**config.mk**
```make
export PLATFORM = sky130hd
export DESIGN_NAME = clock_generator
export DESIGN_NICKNAME = d
export VERILOG_FILES = /design/src/clock_generator_pkg.sv /design/src/clock_divider_cell.sv /design/src/clock_generator.sv
export VERILOG_INCLUDE_DIRS = /design/src
export SDC_FILE = /design/constraint.sdc
export NUM_CORES = 1
export LEC_CHECK = 0
export BUFFER_PORTS_ARGS = -buffer_cell sky130_fd_sc_hd__buf_4
export CORE_ASPECT_RATIO = 2
export CORE_MARGIN = 3
export CORE_UTILIZATION = 25
export DETAILED_ROUTE_END_ITERATION = 10
export MAX_ROUTING_LAYER = met4
export PLACE_DENSITY_LB_ADDON = 0.2
export SETUP_SLACK_MARGIN = 0.02
export SLEW_MARGIN = 20
export SYNTH_ARGS = -nofsm -noshare
export SYNTH_HDL_FRONTEND = slang
export SYNTH_SLANG_ARGS = --single-unit
export TNS_END_PERCENT = 50
```
**constraint.sdc**
```tcl
create_clock -name core_clk -period 3.4 [get_ports core_clk]
set_clock_uncertainty 0.1 [all_clocks]
set_input_delay 0.51 -clock core_clk [delete_from_list [all_inputs] [get_ports core_clk]]
set_output_delay 0.51 -clock core_clk [all_outputs]
set_load 0.02 [all_outputs]
```
**src/clock_generator_cfg.svh**
```systemverilog
/*
 register offsets, field positions, reset values and timing counts of the
 clock generator; assumes byte addresses on the peripheral register port.
*/
`ifndef CLOCK_GENERATOR_CFG_SVH
`define CLOCK_GENERATOR_CFG_SVH

// byte offsets of the three control registers
`define PERIPH_DIV_OFFSET   12'h244
`define PROC_DIV_OFFSET     12'h248
`define MISC_CTRL_OFFSET    12'h24c

// reset values
`define PERIPH_DIV_RESET    8'h00
`define PROC_DIV_RESET      8'h00
`define MISC_CTRL_RESET     8'h00

// divider register fields
`define DIV_LOW_LSB         0
`define DIV_LOW_MSB         3
`define DIV_HIGH_LSB        4
`define DIV_HIGH_MSB        7
`define DIV_STOP_PATTERN    4'h9

// miscellaneous register fields
`define MISC_DPLL_BIT       0
`define MISC_UART_OFF_BIT   1
`define MISC_BUS_SEL_LSB    2
`define MISC_BUS_SEL_MSB    3

// uart reference: input * 6 / 25 gives 15.36 MHz -> 3.6864 MHz
`define UART_RATE_STEP      5'h06
`define UART_RATE_MODULUS   5'h19

`endif

```
**src/clock_generator_pkg.sv**
```systemverilog
/*
 types of the clock generator: register request carrier and processor
 clock state; assumes clock_generator_cfg.svh holds the numbers.
*/
package clock_generator_pkg;

   // one register access from the processor side
   typedef struct packed {
      logic        write;
      logic        read;
      logic [11:0] addr;
      logic [7:0]  wdata;
   } reg_req_t;

   // processor clock state, one-hot
   typedef enum logic [1:0] {
      PROC_RUNNING = 2'b01,
      PROC_STOPPED = 2'b10
   } proc_state_t;

endpackage : clock_generator_pkg

```
**src/clock_divider_cell.sv**
```systemverilog
/*
 one programmable even divider: input / (2 * n), n = 0 meaning /1 on tick and /2 on level.
 assumes a synchronous enable from the register logic on the same clock.
*/
`timescale 1ns/1ps

module clock_divider_cell (
   input  wire logic       core_clk,
   input  wire logic       rst,
   input  wire logic [3:0] divisor,
   input  wire logic       enable,
   output logic            tick,
   output logic            level
);

   logic [4:0] count;
   logic [3:0] active_div;
   logic [4:0] next_count;
   logic [3:0] next_active_div;
   logic       next_tick;
   logic       next_level;
   logic [4:0] period_end;

   // new divisor only loaded at a period boundary, so no runt pulses
   always_comb begin
      period_end      = {active_div, 1'b0} - 5'h01;
      next_count      = count;
      next_active_div = active_div;
      next_tick       = 1'b0;
      next_level      = level;
      if (!enable) begin
         next_count      = 5'h00;
         next_active_div = divisor;
         next_level      = 1'b1;
      end else if (active_div == 4'h0) begin
         next_tick       = 1'b1;
         next_level      = ~level;                    // fastest a flop can toggle
         next_active_div = divisor;
      end else begin
         if (count == period_end) begin
            next_count      = 5'h00;
            next_active_div = divisor;
         end else begin
            next_count = count + 5'h01;
         end
         next_tick  = (next_count == 5'h00);
         next_level = (next_count < {1'b0, active_div});
      end
   end

   always_ff @(posedge core_clk or posedge rst) begin
      if (rst) begin
         count      <= 5'h00;
         active_div <= 4'h0;
         tick       <= 1'b0;
         level      <= 1'b1;
      end else begin
         count      <= next_count;
         active_div <= next_active_div;
         tick       <= next_tick;
         level      <= next_level;
      end
   end

endmodule : clock_divider_cell

```
**src/clock_generator.sv**
```systemverilog
/*
 clock generator: peripheral clock pin, processor clock enable with stop and
 wake, uart reference enable, peripheral-bus clock enable, three byte
 registers. assumes core_clk is the master input clock and that all
 request inputs come from logic on the same clock.
*/
// How it works
// - while processor clock stopped, an enabled interrupt restarts it and raises the interrupt.
// - waking clears the upper nibble of the processor divider register.
// - stopping the processor clock leaves uart, bus and peripheral clocks running.
// - both divider registers reset to zero: enabled, processor undivided, peripheral at input over two.
// - a fixed uart reference of 3.6864 MHz comes from the input clock.
// - peripheral clock is input over twice the low nibble; zero gives input over two.
// - upper nibble 1001 disables the peripheral clock output.
// - processor clock is input over twice the low nibble; zero means one.
// - upper nibble 1001 stops the processor clock completely.
// - misc bit 0 is read-only dpll lock status.
// - misc bit 1 disables the uart reference clock.
// - misc bits 3:2 select bus clock as input over 4, 8, 16, 32.
// - a disabled peripheral clock output stays high.
// - the stopping write's low nibble sets the processor restart frequency.
`timescale 1ns/1ps
`include "clock_generator_cfg.svh"

module clock_generator (
   input  wire logic                        core_clk,
   input  wire logic                        rst,
   input  wire clock_generator_pkg::reg_req_t reg_req,
   input  wire logic                        dpll_locked,
   input  wire logic                        fast_int_source,
   input  wire logic                        normal_int_source,
   output logic [7:0]                       reg_rdata,
   output logic                             peripheral_clock_output,
   output logic                             processor_clock_enable,
   output logic                             processor_stopped,
   output logic                             fast_interrupt_request,
   output logic                             normal_interrupt_request,
   output logic                             uart_clock_enable,
   output logic                             bus_clock_enable
);
   import clock_generator_pkg::*;

   logic [7:0]  periph_div;
   logic [7:0]  proc_div;
   logic [3:2]  bus_sel;
   logic        uart_off;
   proc_state_t proc_state;
   logic [7:0]  next_periph_div;
   logic [7:0]  next_proc_div;
   logic [3:2]  next_bus_sel;
   logic        next_uart_off;
   proc_state_t next_proc_state;
   logic [7:0]  next_rdata;
   logic        wake;
   logic        periph_enable;
   logic        proc_enable;
   logic        periph_tick;
   logic        periph_level;
   logic        proc_tick;
   logic        proc_level;

   // any enabled interrupt source wakes a stopped processor
   assign wake          = (proc_state == PROC_STOPPED)
                          && (fast_int_source || normal_int_source);
   assign periph_enable = (periph_div[`DIV_HIGH_MSB:`DIV_HIGH_LSB]
                           != `DIV_STOP_PATTERN);
   assign proc_enable   = (proc_state == PROC_RUNNING);

   // register writes, stop detection and wake clear
   always_comb begin
      next_periph_div = periph_div;
      next_proc_div   = proc_div;
      next_bus_sel    = bus_sel;
      next_uart_off   = uart_off;
      next_proc_state = proc_state;
      if (reg_req.write) begin
         case (reg_req.addr)
            `PERIPH_DIV_OFFSET: next_periph_div = reg_req.wdata;
            `PROC_DIV_OFFSET:   next_proc_div   = reg_req.wdata;
            `MISC_CTRL_OFFSET: begin
               next_uart_off = reg_req.wdata[`MISC_UART_OFF_BIT];
               next_bus_sel  = reg_req.wdata[`MISC_BUS_SEL_MSB:`MISC_BUS_SEL_LSB];
            end
            default: ;
         endcase
      end
      // hardware wake beats a same-cycle write so the processor never stays dead
      if (wake) begin
         next_proc_div[`DIV_HIGH_MSB:`DIV_HIGH_LSB] = 4'h0;
      end
      case (proc_state)
         PROC_RUNNING: begin
            if (next_proc_div[`DIV_HIGH_MSB:`DIV_HIGH_LSB] == `DIV_STOP_PATTERN)
               next_proc_state = PROC_STOPPED;
         end
         PROC_STOPPED: begin
            if (wake || next_proc_div[`DIV_HIGH_MSB:`DIV_HIGH_LSB] != `DIV_STOP_PATTERN)
               next_proc_state = PROC_RUNNING;
         end
         default: next_proc_state = PROC_RUNNING;
      endcase
   end

   // read mux; unmapped offsets read zero
   always_comb begin
      next_rdata = reg_rdata;
      if (reg_req.read) begin
         case (reg_req.addr)
            `PERIPH_DIV_OFFSET: next_rdata = periph_div;
            `PROC_DIV_OFFSET:   next_rdata = proc_div;
            `MISC_CTRL_OFFSET:  next_rdata = {4'h0, bus_sel, uart_off,
                                              dpll_locked};
            default:            next_rdata = 8'h00;
         endcase
      end
   end

   always_ff @(posedge core_clk or posedge rst) begin
      if (rst) begin
         periph_div <= `PERIPH_DIV_RESET;
         proc_div   <= `PROC_DIV_RESET;
         bus_sel    <= 2'(`MISC_CTRL_RESET >> `MISC_BUS_SEL_LSB);
         uart_off   <= 1'b0;
         proc_state <= PROC_RUNNING;
         reg_rdata  <= 8'h00;
      end else begin
         periph_div <= next_periph_div;
         proc_div   <= next_proc_div;
         bus_sel    <= next_bus_sel;
         uart_off   <= next_uart_off;
         proc_state <= next_proc_state;
         reg_rdata  <= next_rdata;
      end
   end

   // peripheral clock pin divider; fed the next value so a re-enabling write
   // restarts at the nibble written with it, not the stale one
   clock_divider_cell periph_divider (
      .core_clk (core_clk),
      .rst      (rst),
      .divisor  (next_periph_div[`DIV_LOW_MSB:`DIV_LOW_LSB]),
      .enable   (periph_enable),
      .tick     (periph_tick),
      .level    (periph_level)
   );

   // processor clock divider; restart rate is whatever low nibble holds
   clock_divider_cell proc_divider (
      .core_clk (core_clk),
      .rst      (rst),
      .divisor  (next_proc_div[`DIV_LOW_MSB:`DIV_LOW_LSB]),
      .enable   (proc_enable),
      .tick     (proc_tick),
      .level    (proc_level)
   );

   // uart and bus clocks, independent of processor stop
   logic [4:0] uart_phase;
   logic [4:0] bus_count;
   logic [4:0] next_uart_phase;
   logic [4:0] next_bus_count;
   logic       next_uart_enable;
   logic       next_bus_enable;
   logic [4:0] uart_sum;
   logic [4:0] bus_mask;

   always_comb begin
      // fractional accumulator: 6 ticks per 25 input cycles, no pll needed
      uart_sum         = uart_phase + `UART_RATE_STEP;
      next_uart_phase  = uart_phase;
      next_uart_enable = 1'b0;
      if (!uart_off) begin
         if (uart_sum >= `UART_RATE_MODULUS) begin
            next_uart_phase  = uart_sum - `UART_RATE_MODULUS;
            next_uart_enable = 1'b1;
         end else begin
            next_uart_phase = uart_sum;
         end
      end
      case (bus_sel)
         2'h0:    bus_mask = 5'h03;
         2'h1:    bus_mask = 5'h07;
         2'h2:    bus_mask = 5'h0f;
         default: bus_mask = 5'h1f;
      endcase
      next_bus_count  = bus_count + 5'h01;
      next_bus_enable = ((bus_count & bus_mask) == bus_mask);
   end

   always_ff @(posedge core_clk or posedge rst) begin
      if (rst) begin
         uart_phase               <= 5'h00;
         bus_count                <= 5'h00;
         uart_clock_enable        <= 1'b0;
         bus_clock_enable         <= 1'b0;
         peripheral_clock_output  <= 1'b1;
         processor_clock_enable   <= 1'b0;
         processor_stopped        <= 1'b0;
         fast_interrupt_request   <= 1'b0;
         normal_interrupt_request <= 1'b0;
      end else begin
         uart_phase               <= next_uart_phase;
         bus_count                <= next_bus_count;
         uart_clock_enable        <= next_uart_enable;
         bus_clock_enable         <= next_bus_enable;
         peripheral_clock_output  <= periph_level;
         // gated by state so no tick leaks out once stopped shows high
         processor_clock_enable   <= proc_tick && proc_enable;
         processor_stopped        <= (proc_state == PROC_STOPPED);
         fast_interrupt_request   <= fast_int_source;
         normal_interrupt_request <= normal_int_source;
      end
   end

   // processor divider level is left unused; tick is what the core uses
   logic unused_proc_level;
   assign unused_proc_level = proc_level & periph_tick;

endmodule : clock_generator

```
==> results of run 1 <==
-- metal layers --
layer / up-vias / wire length [um]
met3: 8 / 199
met5: - / 0
li1: 1137 / -
met4: 0 / 131
met2: 26 / 4368
met1: 1151 / 2755
-- area by class of cell --
type	instances	area share, %
inverters	23	2.108
multi-input cells	199	36.71
clock inverters	1	0.7330
clock buffers	15	7.025
flip-flops and latches	66	40.41
well taps	150	4.582
repair buffers	46	8.430
-- metrics by stage --
stage | setup slack, ps | hold WS (ps) | power, uW | cells
final | 593.2 | 34.20 | 2291 | 500
after CTS | 594.4 | 37.41 | 2336 | 500
after floorplan | 753.5 | 254.0 | 1213 | 300
after global placement | 606.6 | 256.7 | 1334 | 484
after detailed placement | 582.6 | 259.1 | 1340 | 484
after global routing | 406.6 | 47.94 | 2443 | 500
-- Yosys cell counts, types with 6 or more instances --
| master | instances |
|---|---|
| mux2_2 | 27 |
| nand3_1 | 10 |
| nand2b_1 | 6 |
| a22oi_1 | 8 |
| xor2_1 | 12 |
| inv_1 | 23 |
| o21ai_0 | 12 |
| nand2_1 | 20 |
| nor2_1 | 10 |
| o22ai_1 | 8 |
| dfrtp_1 | 63 |
| clkbuf_1 | 10 |
| xnor2_1 | 13 |
| ha_1 | 13 |
-- kinds of logic after synthesis --
family,count (synthesis),synth area share (%)
compound gates,52,10.57
flops,66,50.29
fa+ha+maj,13,4.941
xor+xnor,25,6.651
simple gates,79,13.38
mux,30,10.15
buf+inv,35,4.029
-- power by group --
group / switching, uW / internal, uW
registers: 60.7 / 849
logic: 221 / 185
clock network: 327 / 648
total: 609 / 1680
-- placed cells by master, fill, tap and decap left out, types with 3 or more instances in the layout --
cell       netlist  routed
buf_4            0      46
nand2b_1         6       6
mux2i_1          3       3
nor2b_1          5       5
xor2_1          12      12
mux2_2          27      27
a22oi_1          8       8
nor2_1          10      10
a21oi_1          4       4
and3_1           4       4
nand2_1         20      20
nor3b_1          3       3
inv_1           23      22
ha_1            13      13
o22ai_1          8       8
xnor2_1         13      13
nor3_1           5       5
a21o_1           3       3
dfrtp_1         63      63
and2_1           3       3
dfstp_2          3       3
nand3_1         10      10
clkbuf_8         0       4
o21ai_0         12      12
clkbuf_16        0       9
-- state kept, by name, indices dropped and copies added (netlist names) --
register and count:
periph_div 8, proc_div 8, reg_rdata 8, bus_count 5
periph_divider.count 5, proc_divider.count 5, uart_phase 5, periph_divider.active_div 4
proc_divider.active_div 4, bus_sel 2, proc_state 2, bus_clock_enable 1
fast_interrupt_request 1, normal_interrupt_request 1, periph_divider.level 1, peripheral_clock_output 1
proc_divider.tick 1, processor_clock_enable 1, processor_stopped 1, uart_clock_enable 1
uart_off 1
-- worst paths after layout --
path,start,to,slack [ps],cells past startpoint
worst max-delay path,periph_divider.active_div[0]$_DFFE_PP0P_,periph_divider.level$_DFF_PP1_,590,13
worst min register to register,periph_divider.level$_DFF_PP1_,peripheral_clock_output$_DFF_PP1_,270,0
worst max register to register,periph_divider.active_div[0]$_DFFE_PP0P_,periph_divider.level$_DFF_PP1_,590,13
worst min-delay path,rst,periph_divider.count[4]$_DFFE_PP0P_,30,2
min in group core_clk,fast_int_source,fast_interrupt_request$_DFF_PP0_,210,1
max in group asynchronous,rst,proc_state[0]$_DFFE_PP1P_,2400,3
==> metrics.md, run 1 <==
| Metric | Value |
|---|---|
| Status | `finished, final reports clean` |
| Post-synth ARST share | `100.0%` |
| DR pass1 iterations | `4` |
| Initial detailed-routing violation count | `62` |
| Pleak | `0.001900 uW` |
| Clock Tree Buf Depth | `2` |
| Footprint of the multi-input gates | `1504 um2` |
| Max VDD drop | `338.9 uV` |
| Main synth FF type | `dfrtp_1` |
| Layer with the highest usage | `met2` |
| Crit path buf inv count | `2` |
| Top post-synthesis cells by area | `dfrtp_1 (48%), mux2_2 (9.2%), ha_1 (4.9%)` |
| Max_cap viols | `0` |
| Register area share after synthesis | `50.29%` |
| DP HPWL | `5768 um` |
| Final min period | `2807 ps` |
| Nets | `385` |
| H-tree levels | `3` |
| Fillers | `1290` |
| Yosys cell types | `45` |
| Post-synth EDFFs | `0` |
| Largest net degree at the start of global routing | `35` |
| I/O pins | `42` |
| GRT met2 Usage | `20.79%` |
| Clk_lat worst skew | `330 ps` |
| Count of clock tree sinks | `66` |
| Final TNS setup | `0 ps` |
| Starting Density | `25.92%` |
| Crit-path cells | `inv_1 -> ha_1 -> xor2_1 -> nand3_1 -> nor3b_1 -> buf_4 -> nor2b_1 -> ha_1 -> a21boi_0 -> o21a_1 -> o21ai_0 -> o21ai_0 -> o31ai_1` |
| Period utilization | `82.55%` |
| Die height | `168.3 um` |
| Setup CP Type | `register to register` |
| Post_cts resized | `0` |
| Row count | `58` |
| Number of global-route vias before repair | `2498` |
| Max Fclk | `356.3 MHz` |
| Net Count, Synth | `340` |
| Share of the synthesized area in the top cell type | `47.89%` |
| GR Util All Layers | `11.14%` |
| Synthesized instance count | `300` |
| CTS tree | `done` |
| P&R area growth vs syn | `24.44%` |
| Slowest-stage cell, CP | `dfrtp_1` |
| Die ar. | `14660 um2` |
| Antenna diodes | `0` |
| Vias/cell | `4.644` |
| WP data required | `3540 ps` |
| Core Util, Final | `32.26%` |
| Crit path arrival time | `2940 ps` |
| Slowest cell delay on critical path | `420 ps` |
| Hold Crit Class | `primary input to asynchronous set/reset pin` |
| Chip width | `87.14 um` |
| Final WL | `7455 um` |
| Storage element area | `1655 um2` |
| Placed cell area | `3779 um2` |
| First-pass GRT wire length | `12240 um` |
| Hold_buf cts | `0` |
| Least-Margin Pin Slew | `691.9 ps` |
| RSZ-0062 raised after global routing | `false` |
| Startpoint types | `register` |
| Power Dens Cells | `559.3 nW/um2` |
| Initial antenna violation count | `0` |
| CTS Buf Count | `9` |
| GR Util met1 | `10.68%` |
| Max-slew headroom | `53.78%` |
| Top Family by Delay on Critical Path | `compound AO/OA/AOI/OAI gates` |
| FF+latch count, synth | `66` |
| Clk root buf | `clkbuf_16` |
| Synth area leader | `dfrtp_1` |
| Reg clk slew, reported paths | `50 ps` |
| Residual DRC count | `0` |
| Worst Setup End Kind | `register` |
| Core Footprint | `12700 um2` |
| PortBufs | `41` |
| Final Cell Area | `4096 um2` |
| Via Count | `2322` |
| Final setup fails | `0` |
| DRT antenna net count | `0` |
| # Post-CTS Setup Buffers | `0` |
| Cell Area, Synth | `3292 um2` |
| Mean Syn Cell Area | `10.97 um2` |
| GP Congestion | `0.7398` |
| Routed length per instance | `14.91 um` |
| Met3 Use GR | `2.253%` |
| Crit Path Max Fanout | `7` |
| Final Hold Violating Endpoints | `0` |
| Layout cells sized above 1 | `27.14%` |
| YS warnings | `0` |
| Total grt overflow | `0` |
| Slew Viols, Final | `0` |
(Power assumes the default switching activity.)
==> run 2, diff against run 1 <==
clock period = 2.3 ns   (was 3.4 ns; I/O delays follow)
==> run 2 against run 1 <==
- the run now ends with setup timing left
- total power rose by 43%
- largest power group is now registers
- fmax rose by 19%
- utilization rose by 1.3 points
- non-clock buffer count rose by 19
- critical endpoint unchanged
- combinational power rose by 65%
==> metrics.md, run 2 (synthesis results as in run 1) <==
| Metric | Value |
|---|---|
| Nets | `404 (+4.9%)` |
| Placed cell count | `502 (+3.7%)` |
| Starting Density | `25.92% (unchanged)` |
| Max VDD drop | `610.0 uV (+80%)` |
| Routed length per instance | `14.82 um (-0.61%)` |
| Largest net degree at the start of global routing | `60 (+71%)` |
| Final TNS setup | `-67.66 ps (-67.66 ps)` |
| Least-Margin Pin Slew | `644.5 ps (-47.36 ps)` |
| Period utilization | `102.9% (+20 points)` |
| Finished Layout Cells | `519 (+3.8%)` |
| Setup ws final | `-67.66 ps (-660.8 ps)` |
| Int Power | `2351 uW (+40%)` |
| Clk root buf | `clkbuf_16` |
| Vias/cell | `4.563 (-1.8%)` |
| Count of clock tree sinks | `66 (unchanged)` |
| I/O pins | `42 (unchanged)` |
| Row count | `58 (unchanged)` |
| Residual DRC count | `0 (unchanged)` |
| DRT antenna net count | `0 (unchanged)` |
| Via Count | `2368 (+2.0%)` |
| Clock Power Share | `38.8% (-3.8 points)` |
| Slowest cell delay on critical path | `350 ps (-70 ps)` |
| Layout cells sized above 1 | `32.52% (+5.4 points)` |
| Placed cell area | `3953 um2 (+4.6%)` |
| WP data required | `2440 ps (-1100 ps)` |
| Core Util, Final | `33.52% (+1.3 points)` |
| Most frequent cells in the layout | `dfrtp_1 (63), buf_4 (63), mux2_2 (27), inv_1 (20), nand2_1 (20)` |
| Initial detailed-routing violation count | `46 (-26%)` |
| Final Cell Area | `4257 um2 (+3.9%)` |
| GR Util All Layers | `11.73% (+0.59 points)` |
| GP Congestion | `0.7735 (+4.6%)` |
| First-pass GRT wire length | `12920 um (+5.6%)` |
| Setup CP Type | `register to register` |
| Crit path top cell by count | `o21ai_1` |
| RSZ-0062 raised after global routing | `true` |
| Die ar. | `14660 um2 (unchanged)` |
| Clk_lat worst skew | `330 ps (about the same)` |
| DP HPWL | `6007 um (+4.1%)` |
| Status | `finished, violations left` |
| Initial antenna violation count | `0 (unchanged)` |
| NetSw | `915.3 uW (+50%)` |
| Final WL | `7691 um (+3.2%)` |
| Crit Path Max Fanout | `2 (-5)` |
| Total grt overflow | `0 (unchanged)` |
| Crit-path cells | `inv_2 -> ha_4 -> xor2_1 -> nand3_1 -> nor3b_4 -> nor2b_2 -> ha_1 -> a21boi_1 -> o21a_1 -> o21ai_1 -> o21ai_1 -> o31ai_1` |
| Max-slew headroom | `56.94% (+3.2 points)` |
| Final setup fails | `1 (+1)` |
| Die height | `168.3 um (unchanged)` |
| Slew Viols, Final | `0 (unchanged)` |
| H-tree levels | `3 (unchanged)` |
| Core Footprint | `12700 um2 (unchanged)` |
| Chip width | `87.14 um (unchanged)` |
| Hold Crit Class | `primary input to register` |
| Max Fclk | `422.4 MHz (+19%)` |
| Startpoint types | `register` |
| PortBufs | `41 (unchanged)` |
| Final min period | `2368 ps (-439.2 ps)` |
| Final Hold Violating Endpoints | `0 (unchanged)` |
| Share of power burned in registers | `40.8% (+1.1 points)` |
| CTS Buf Count | `9 (unchanged)` |
| Crit path arrival time | `2500 ps (-440 ps)` |
| P&R area growth vs syn | `29.30%` |
| CTS tree | `done` |
| Slowest-stage cell, CP | `dfrtp_1` |
| Logic pwr share | `20.5% (+2.8 points)` |
| Reg clk slew, reported paths | `50 ps (about the same)` |
| Power Dens Cells | `767.2 nW/um2 (+37%)` |
| Number of global-route vias before repair | `2673 (+7.0%)` |
| Clock Tree Buf Depth | `2 (unchanged)` |
| Failing checks | `setup timing` |
| Sw Ratio | `28.03% (+1.4 points)` |
| Antenna diodes | `0 (unchanged)` |
| Pleak | `0.002011 uW (+5.8%)` |
| Top Registers | `periph_div: 8 flops, proc_div: 8 flops, reg_rdata: 8 flops` |
| DR pass1 iterations | `4 (unchanged)` |
| Power Total | `3266 uW (+43%)` |
| Worst Setup End Kind | `register` |
| Max_cap viols | `0 (unchanged)` |
## run 2: changes by cell type in the layout (fill, tap and decap cells not counted), moves of 2 or more
cell      before  now
buf_4         46   63
clkbuf_8       4    2
inv_1         22   20
inv_2          1    3
o21ai_0       12   10
o21ai_1        0    2
## run 2: worst paths after layout
kind                                                       end  slack, ps                                startpoint  cells past startpoint
max in group asynchronous            proc_state[0]$_DFFE_PP1P_       1080                                       rst                      4
max reg2reg                     periph_divider.level$_DFF_PP1_        -70  periph_divider.active_div[1]$_DFFE_PP0P_                     12
min in group asynchronous  periph_divider.count[0]$_DFFE_PP0P_        400                                       rst                      3
min reg2reg                  peripheral_clock_output$_DFF_PP1_        270            periph_divider.level$_DFF_PP1_                      0
min                           fast_interrupt_request$_DFF_PP0_         40                           fast_int_source                      1
max                             periph_divider.level$_DFF_PP1_        -70  periph_divider.active_div[1]$_DFFE_PP0P_                     12
## run 2: layout make-up
cell class | instances | area (um2)
Clock inverter | 2 | 12.51
Inverter | 23 | 86.33
Multi-Input combinational cell | 199 | 1548
Clock buffer | 14 | 264.0
Fill cell | 1295 | 8443
Sequential cell | 66 | 1655
Tap cell | 150 | 187.7
Timing Repair Buffer | 65 | 503.0
## run 2: what timing repair did
item | 4_1_cts | 5_1_grt
gates resized for setup | 4 | 4
setup buffers | 0 | 0
hold buffers | 1 | 0
setup endpoints to repair | 1 | 5
hold endpoints to repair | 5 | 0
pin swaps | 0 | 0
## run 2: metrics by stage
| stage | hold WS [ps] | worst slack [ps] |
|---|---|---|
| 6_report | 42.98 | -67.66 |
| 5_1_grt | 25.81 | -192.1 |
| 4_1_cts | 30.23 | -88.59 |
| 3_5_place_dp | 178.1 | -176.6 |
| 3_3_place_gp | 177.1 | -166.0 |
| 2_1_floorplan | 254.0 | -131.6 |
## run 2: critical path, delay by kind of cell, from the launching register on
| kind | cells | cell delay [ps] |
|---|---|---|
| AO/OA/AOI/OAI | 5 | 670 |
| XOR/XNOR | 1 | 140 |
| adder cells (fa/ha/maj) | 2 | 520 |
| buffers and inverters | 1 | 60 |
| flip-flops | 1 | 350 |
| AND/OR/NAND/NOR | 3 | 420 |
## run 2: power groups by stage
| stage | combinational, uW | sequential, uW | clock, uW |
|---|---|---|---|
| detailed placement | 674 | 1350 | 0 |
| CTS | 686 | 1330 | 1310 |
| finish | 669 | 1330 | 1270 |
| global placement | 669 | 1350 | 0 |
| global route | 759 | 1340 | 1360 |
| floorplan | 440 | 1360 | 0 |
## run 2: routing by layer
metal  global-route usage, %  wire (um)  vias to the layer above
met5                       -          0                        -
met4                   4.810        142                        0
met3                   2.351        172                       10
met2                   22.08       4585                       31
met1                   11.19       2791                     1152
li1                        -          -                     1175
==> run 3, diff against run 2 <==
RECOVER_POWER = 25   (was unset)
==> run 3 against run 2 <==
- highest routed layer unchanged
- flip-flop and latch count is the same
- first-iteration DRC count grew 35%
- the run still ends with setup timing left
- fmax grew 0.22%
- count of clock-buffer cells in the layout is the same
- critical endpoint unchanged
- worst hold slack gained 22 ps
- critical path depth is the same
- global-route usage is the same
- utilization shrank 0.19 points
==> metrics.md, run 3 (synthesis results as in run 1) <==
| Metric | Value |
|---|---|
| Final min period | `2362 ps (-5.194 ps)` |
| Core Footprint | `12700 um2 (unchanged)` |
| Period utilization | `102.7% (-0.23 points)` |
| GR Util All Layers | `11.73% (unchanged)` |
| Clk_lat worst skew | `330 ps (about the same)` |
| Max Fclk | `423.3 MHz (+0.22%)` |
| Slew Viols, Final | `0 (unchanged)` |
| Die height | `168.3 um (unchanged)` |
| Power Total | `3259 uW (-0.21%)` |
| Total grt overflow | `0 (unchanged)` |
| Failing checks | `setup timing` |
| Crit Path Max Fanout | `2 (unchanged)` |
| Max_cap viols | `0 (unchanged)` |
| FF-to-FF setup slack | `-60 ps (about the same)` |
| Final WL | `7730 um (+0.51%)` |
| # Post-CTS Setup Buffers | `0 (unchanged)` |
| First-pass GRT wire length | `12920 um (unchanged)` |
| Largest net degree at the start of global routing | `60 (unchanged)` |
| I/O pins | `42 (unchanged)` |
| Top Registers | `periph_div: 8 flops, proc_div: 8 flops, reg_rdata: 8 flops` |
| Worst Setup End Kind | `register` |
| Status | `finished, violations left` |
| CTS Buf Count | `9 (unchanged)` |
| WP data required | `2430 ps (about the same)` |
| Least-Margin Pin Slew | `819.5 ps (+175.0 ps)` |
| Initial antenna violation count | `0 (unchanged)` |
| Antenna diodes | `0 (unchanged)` |
| Starting Density | `25.92% (unchanged)` |
| Routed length per instance | `14.89 um (+0.51%)` |
| Die ar. | `14660 um2 (unchanged)` |
| Nets | `404 (unchanged)` |
| PortBufs | `41 (unchanged)` |
| Number of global-route vias before repair | `2673 (unchanged)` |
| Hold Path Sink | `fast_interrupt_request$_DFF_PP0_` |
| Most frequent cells in the layout | `dfrtp_1 (63), buf_4 (59), mux2_2 (27), inv_1 (21), nand2_1 (20)` |
| Setup CP Type | `register to register` |
| Final TNS setup | `-62.47 ps (+5.194 ps)` |
| Clock Tree Buf Depth | `2 (unchanged)` |
| CTS tree | `done` |
| DR pass1 iterations | `4 (unchanged)` |
| Crit path arrival time | `2500 ps (about the same)` |
| P&R area growth vs syn | `28.58%` |
| Count of clock tree sinks | `66 (unchanged)` |
| RSZ-0062 raised after global routing | `true` |
| Via Count | `2376 (+0.34%)` |
| Initial detailed-routing violation count | `62 (+35%)` |
| Final setup fails | `1 (unchanged)` |
| Power Dens Cells | `769.9 nW/um2 (+0.35%)` |
| Row count | `58 (unchanged)` |
| Layout cells sized above 1 | `31.44% (-1.1 points)` |
| DP HPWL | `6007 um (unchanged)` |
| GP Congestion | `0.7735 (unchanged)` |
| Commonest non-fill, non-tap cell in the layout | `dfrtp_1` |
| Final Cell Area | `4233 um2 (-0.56%)` |
| Hold_sp | `fast_int_source` |
| Max VDD drop | `605.0 uV (-0.83%)` |
| DP Worst Slack | `-176.6 ps (unchanged)` |
| Hold Crit Depth | `1 (unchanged)` |
| Clk root buf | `clkbuf_16` |
| Final Hold Violating Endpoints | `0 (unchanged)` |
| Reg clk slew, reported paths | `50 ps (about the same)` |
| Pleak | `0.001997 uW (-0.70%)` |
| FF-to-FF Start | `periph_divider.active_div[1]$_DFFE_PP0P_` |
| Reg2Reg Depth | `12 (unchanged)` |
| FF-to-FF End | `periph_divider.level$_DFF_PP1_` |
| Residual DRC count | `0 (unchanged)` |
| Setup ws final | `-62.47 ps (+5.194 ps)` |
| Hold Crit Class | `primary input to register` |
| Max-slew headroom | `45.36% (-12 points)` |
| H-tree levels | `3 (unchanged)` |
| Startpoint types | `register` |
| Placed cell area | `3953 um2 (unchanged)` |
| Vias/cell | `4.578 (+0.34%)` |
| Chip width | `87.14 um (unchanged)` |
| Fillers | `1298 (+0.23%)` |
| DRT antenna net count | `0 (unchanged)` |
-- run 3: cell types whose count changed in the layout (fill, tap and decap cells not counted) --
cell,delta
buf_4,-4
clkbuf_1,+3
clkbuf_4,+2
buf_12,-1
inv_1,+1
inv_2,-1
-- run 3: cell type report --
type	count	area [um2]	share of cell area, %
clock buffers	14	264.0	6.237
clock inverters	2	12.51	0.2956
inverters	23	86.33	2.040
multi-input cells	199	1548	36.57
flip-flops and latches	66	1655	39.11
well taps	150	187.7	4.434
repair buffers	65	479.2	11.32
-- run 3: metrics by stage --
step	util, %	std cells	hold WS [ps]
after CTS	33.40	519	30.23
final	33.33	519	64.87
after global routing	33.33	519	53.26
after detailed placement	31.12	502	178.1
after floorplan	-	300	254.0
after global placement	31.12	502	177.1
-- run 3: worst max path at each step --
| stage | start | to | slack, ps | cells past startpoint |
|---|---|---|---|---|
| finish | periph_divider.active_div[1]$_DFFE_PP0P_ | periph_divider.level$_DFF_PP1_ | -60 | 12 |
| global route | periph_divider.active_div[1]$_DFFE_PP0P_ | periph_divider.level$_DFF_PP1_ | -190 | 12 |
| CTS | periph_divider.active_div[0]$_DFFE_PP0P_ | periph_divider.level$_DFF_PP1_ | -90 | 12 |
| detailed placement | reg_req[16] | proc_divider.active_div[1]$_DFFE_PP0P_ | -180 | 6 |
| global placement | reg_req[16] | proc_divider.active_div[2]$_DFFE_PP0P_ | -170 | 6 |
| floorplan | periph_divider.active_div[0]$_DFFE_PP0P_ | periph_divider.level$_DFF_PP1_ | -130 | 12 |
-- run 3: report_power, final --
part | switching [uW] | internal, uW
clock | 479 | 787
sequential | 75.4 | 1250
combinational | 359 | 304
total | 913 | 2350
-- run 3: timing repair --
action                                 4_1_cts  5_1_grt
setup endpoints to repair                    1        5
hold buffers                                 1        0
gates resized for setup                      4        4
endpoints found under the hold margin        5        0
-- run 3: per-layer routing --
layer	track usage, %	share of wire (%)
met1	11.19	36
met2	22.08	60
met3	2.351	2.3
met4	4.810	1.9
met5	-	0
-- run 3: critical path, stage by stage, from the launching register on --
cell and delay, ps:
dfrtp_1 350, inv_2 60, ha_4 260, xor2_1 140, nand3_1 130, nor3b_4 220, nor2b_2 70, ha_1 260
a21boi_1 120, o21a_1 180, o21ai_1 100, o21ai_1 70, o31ai_1 200
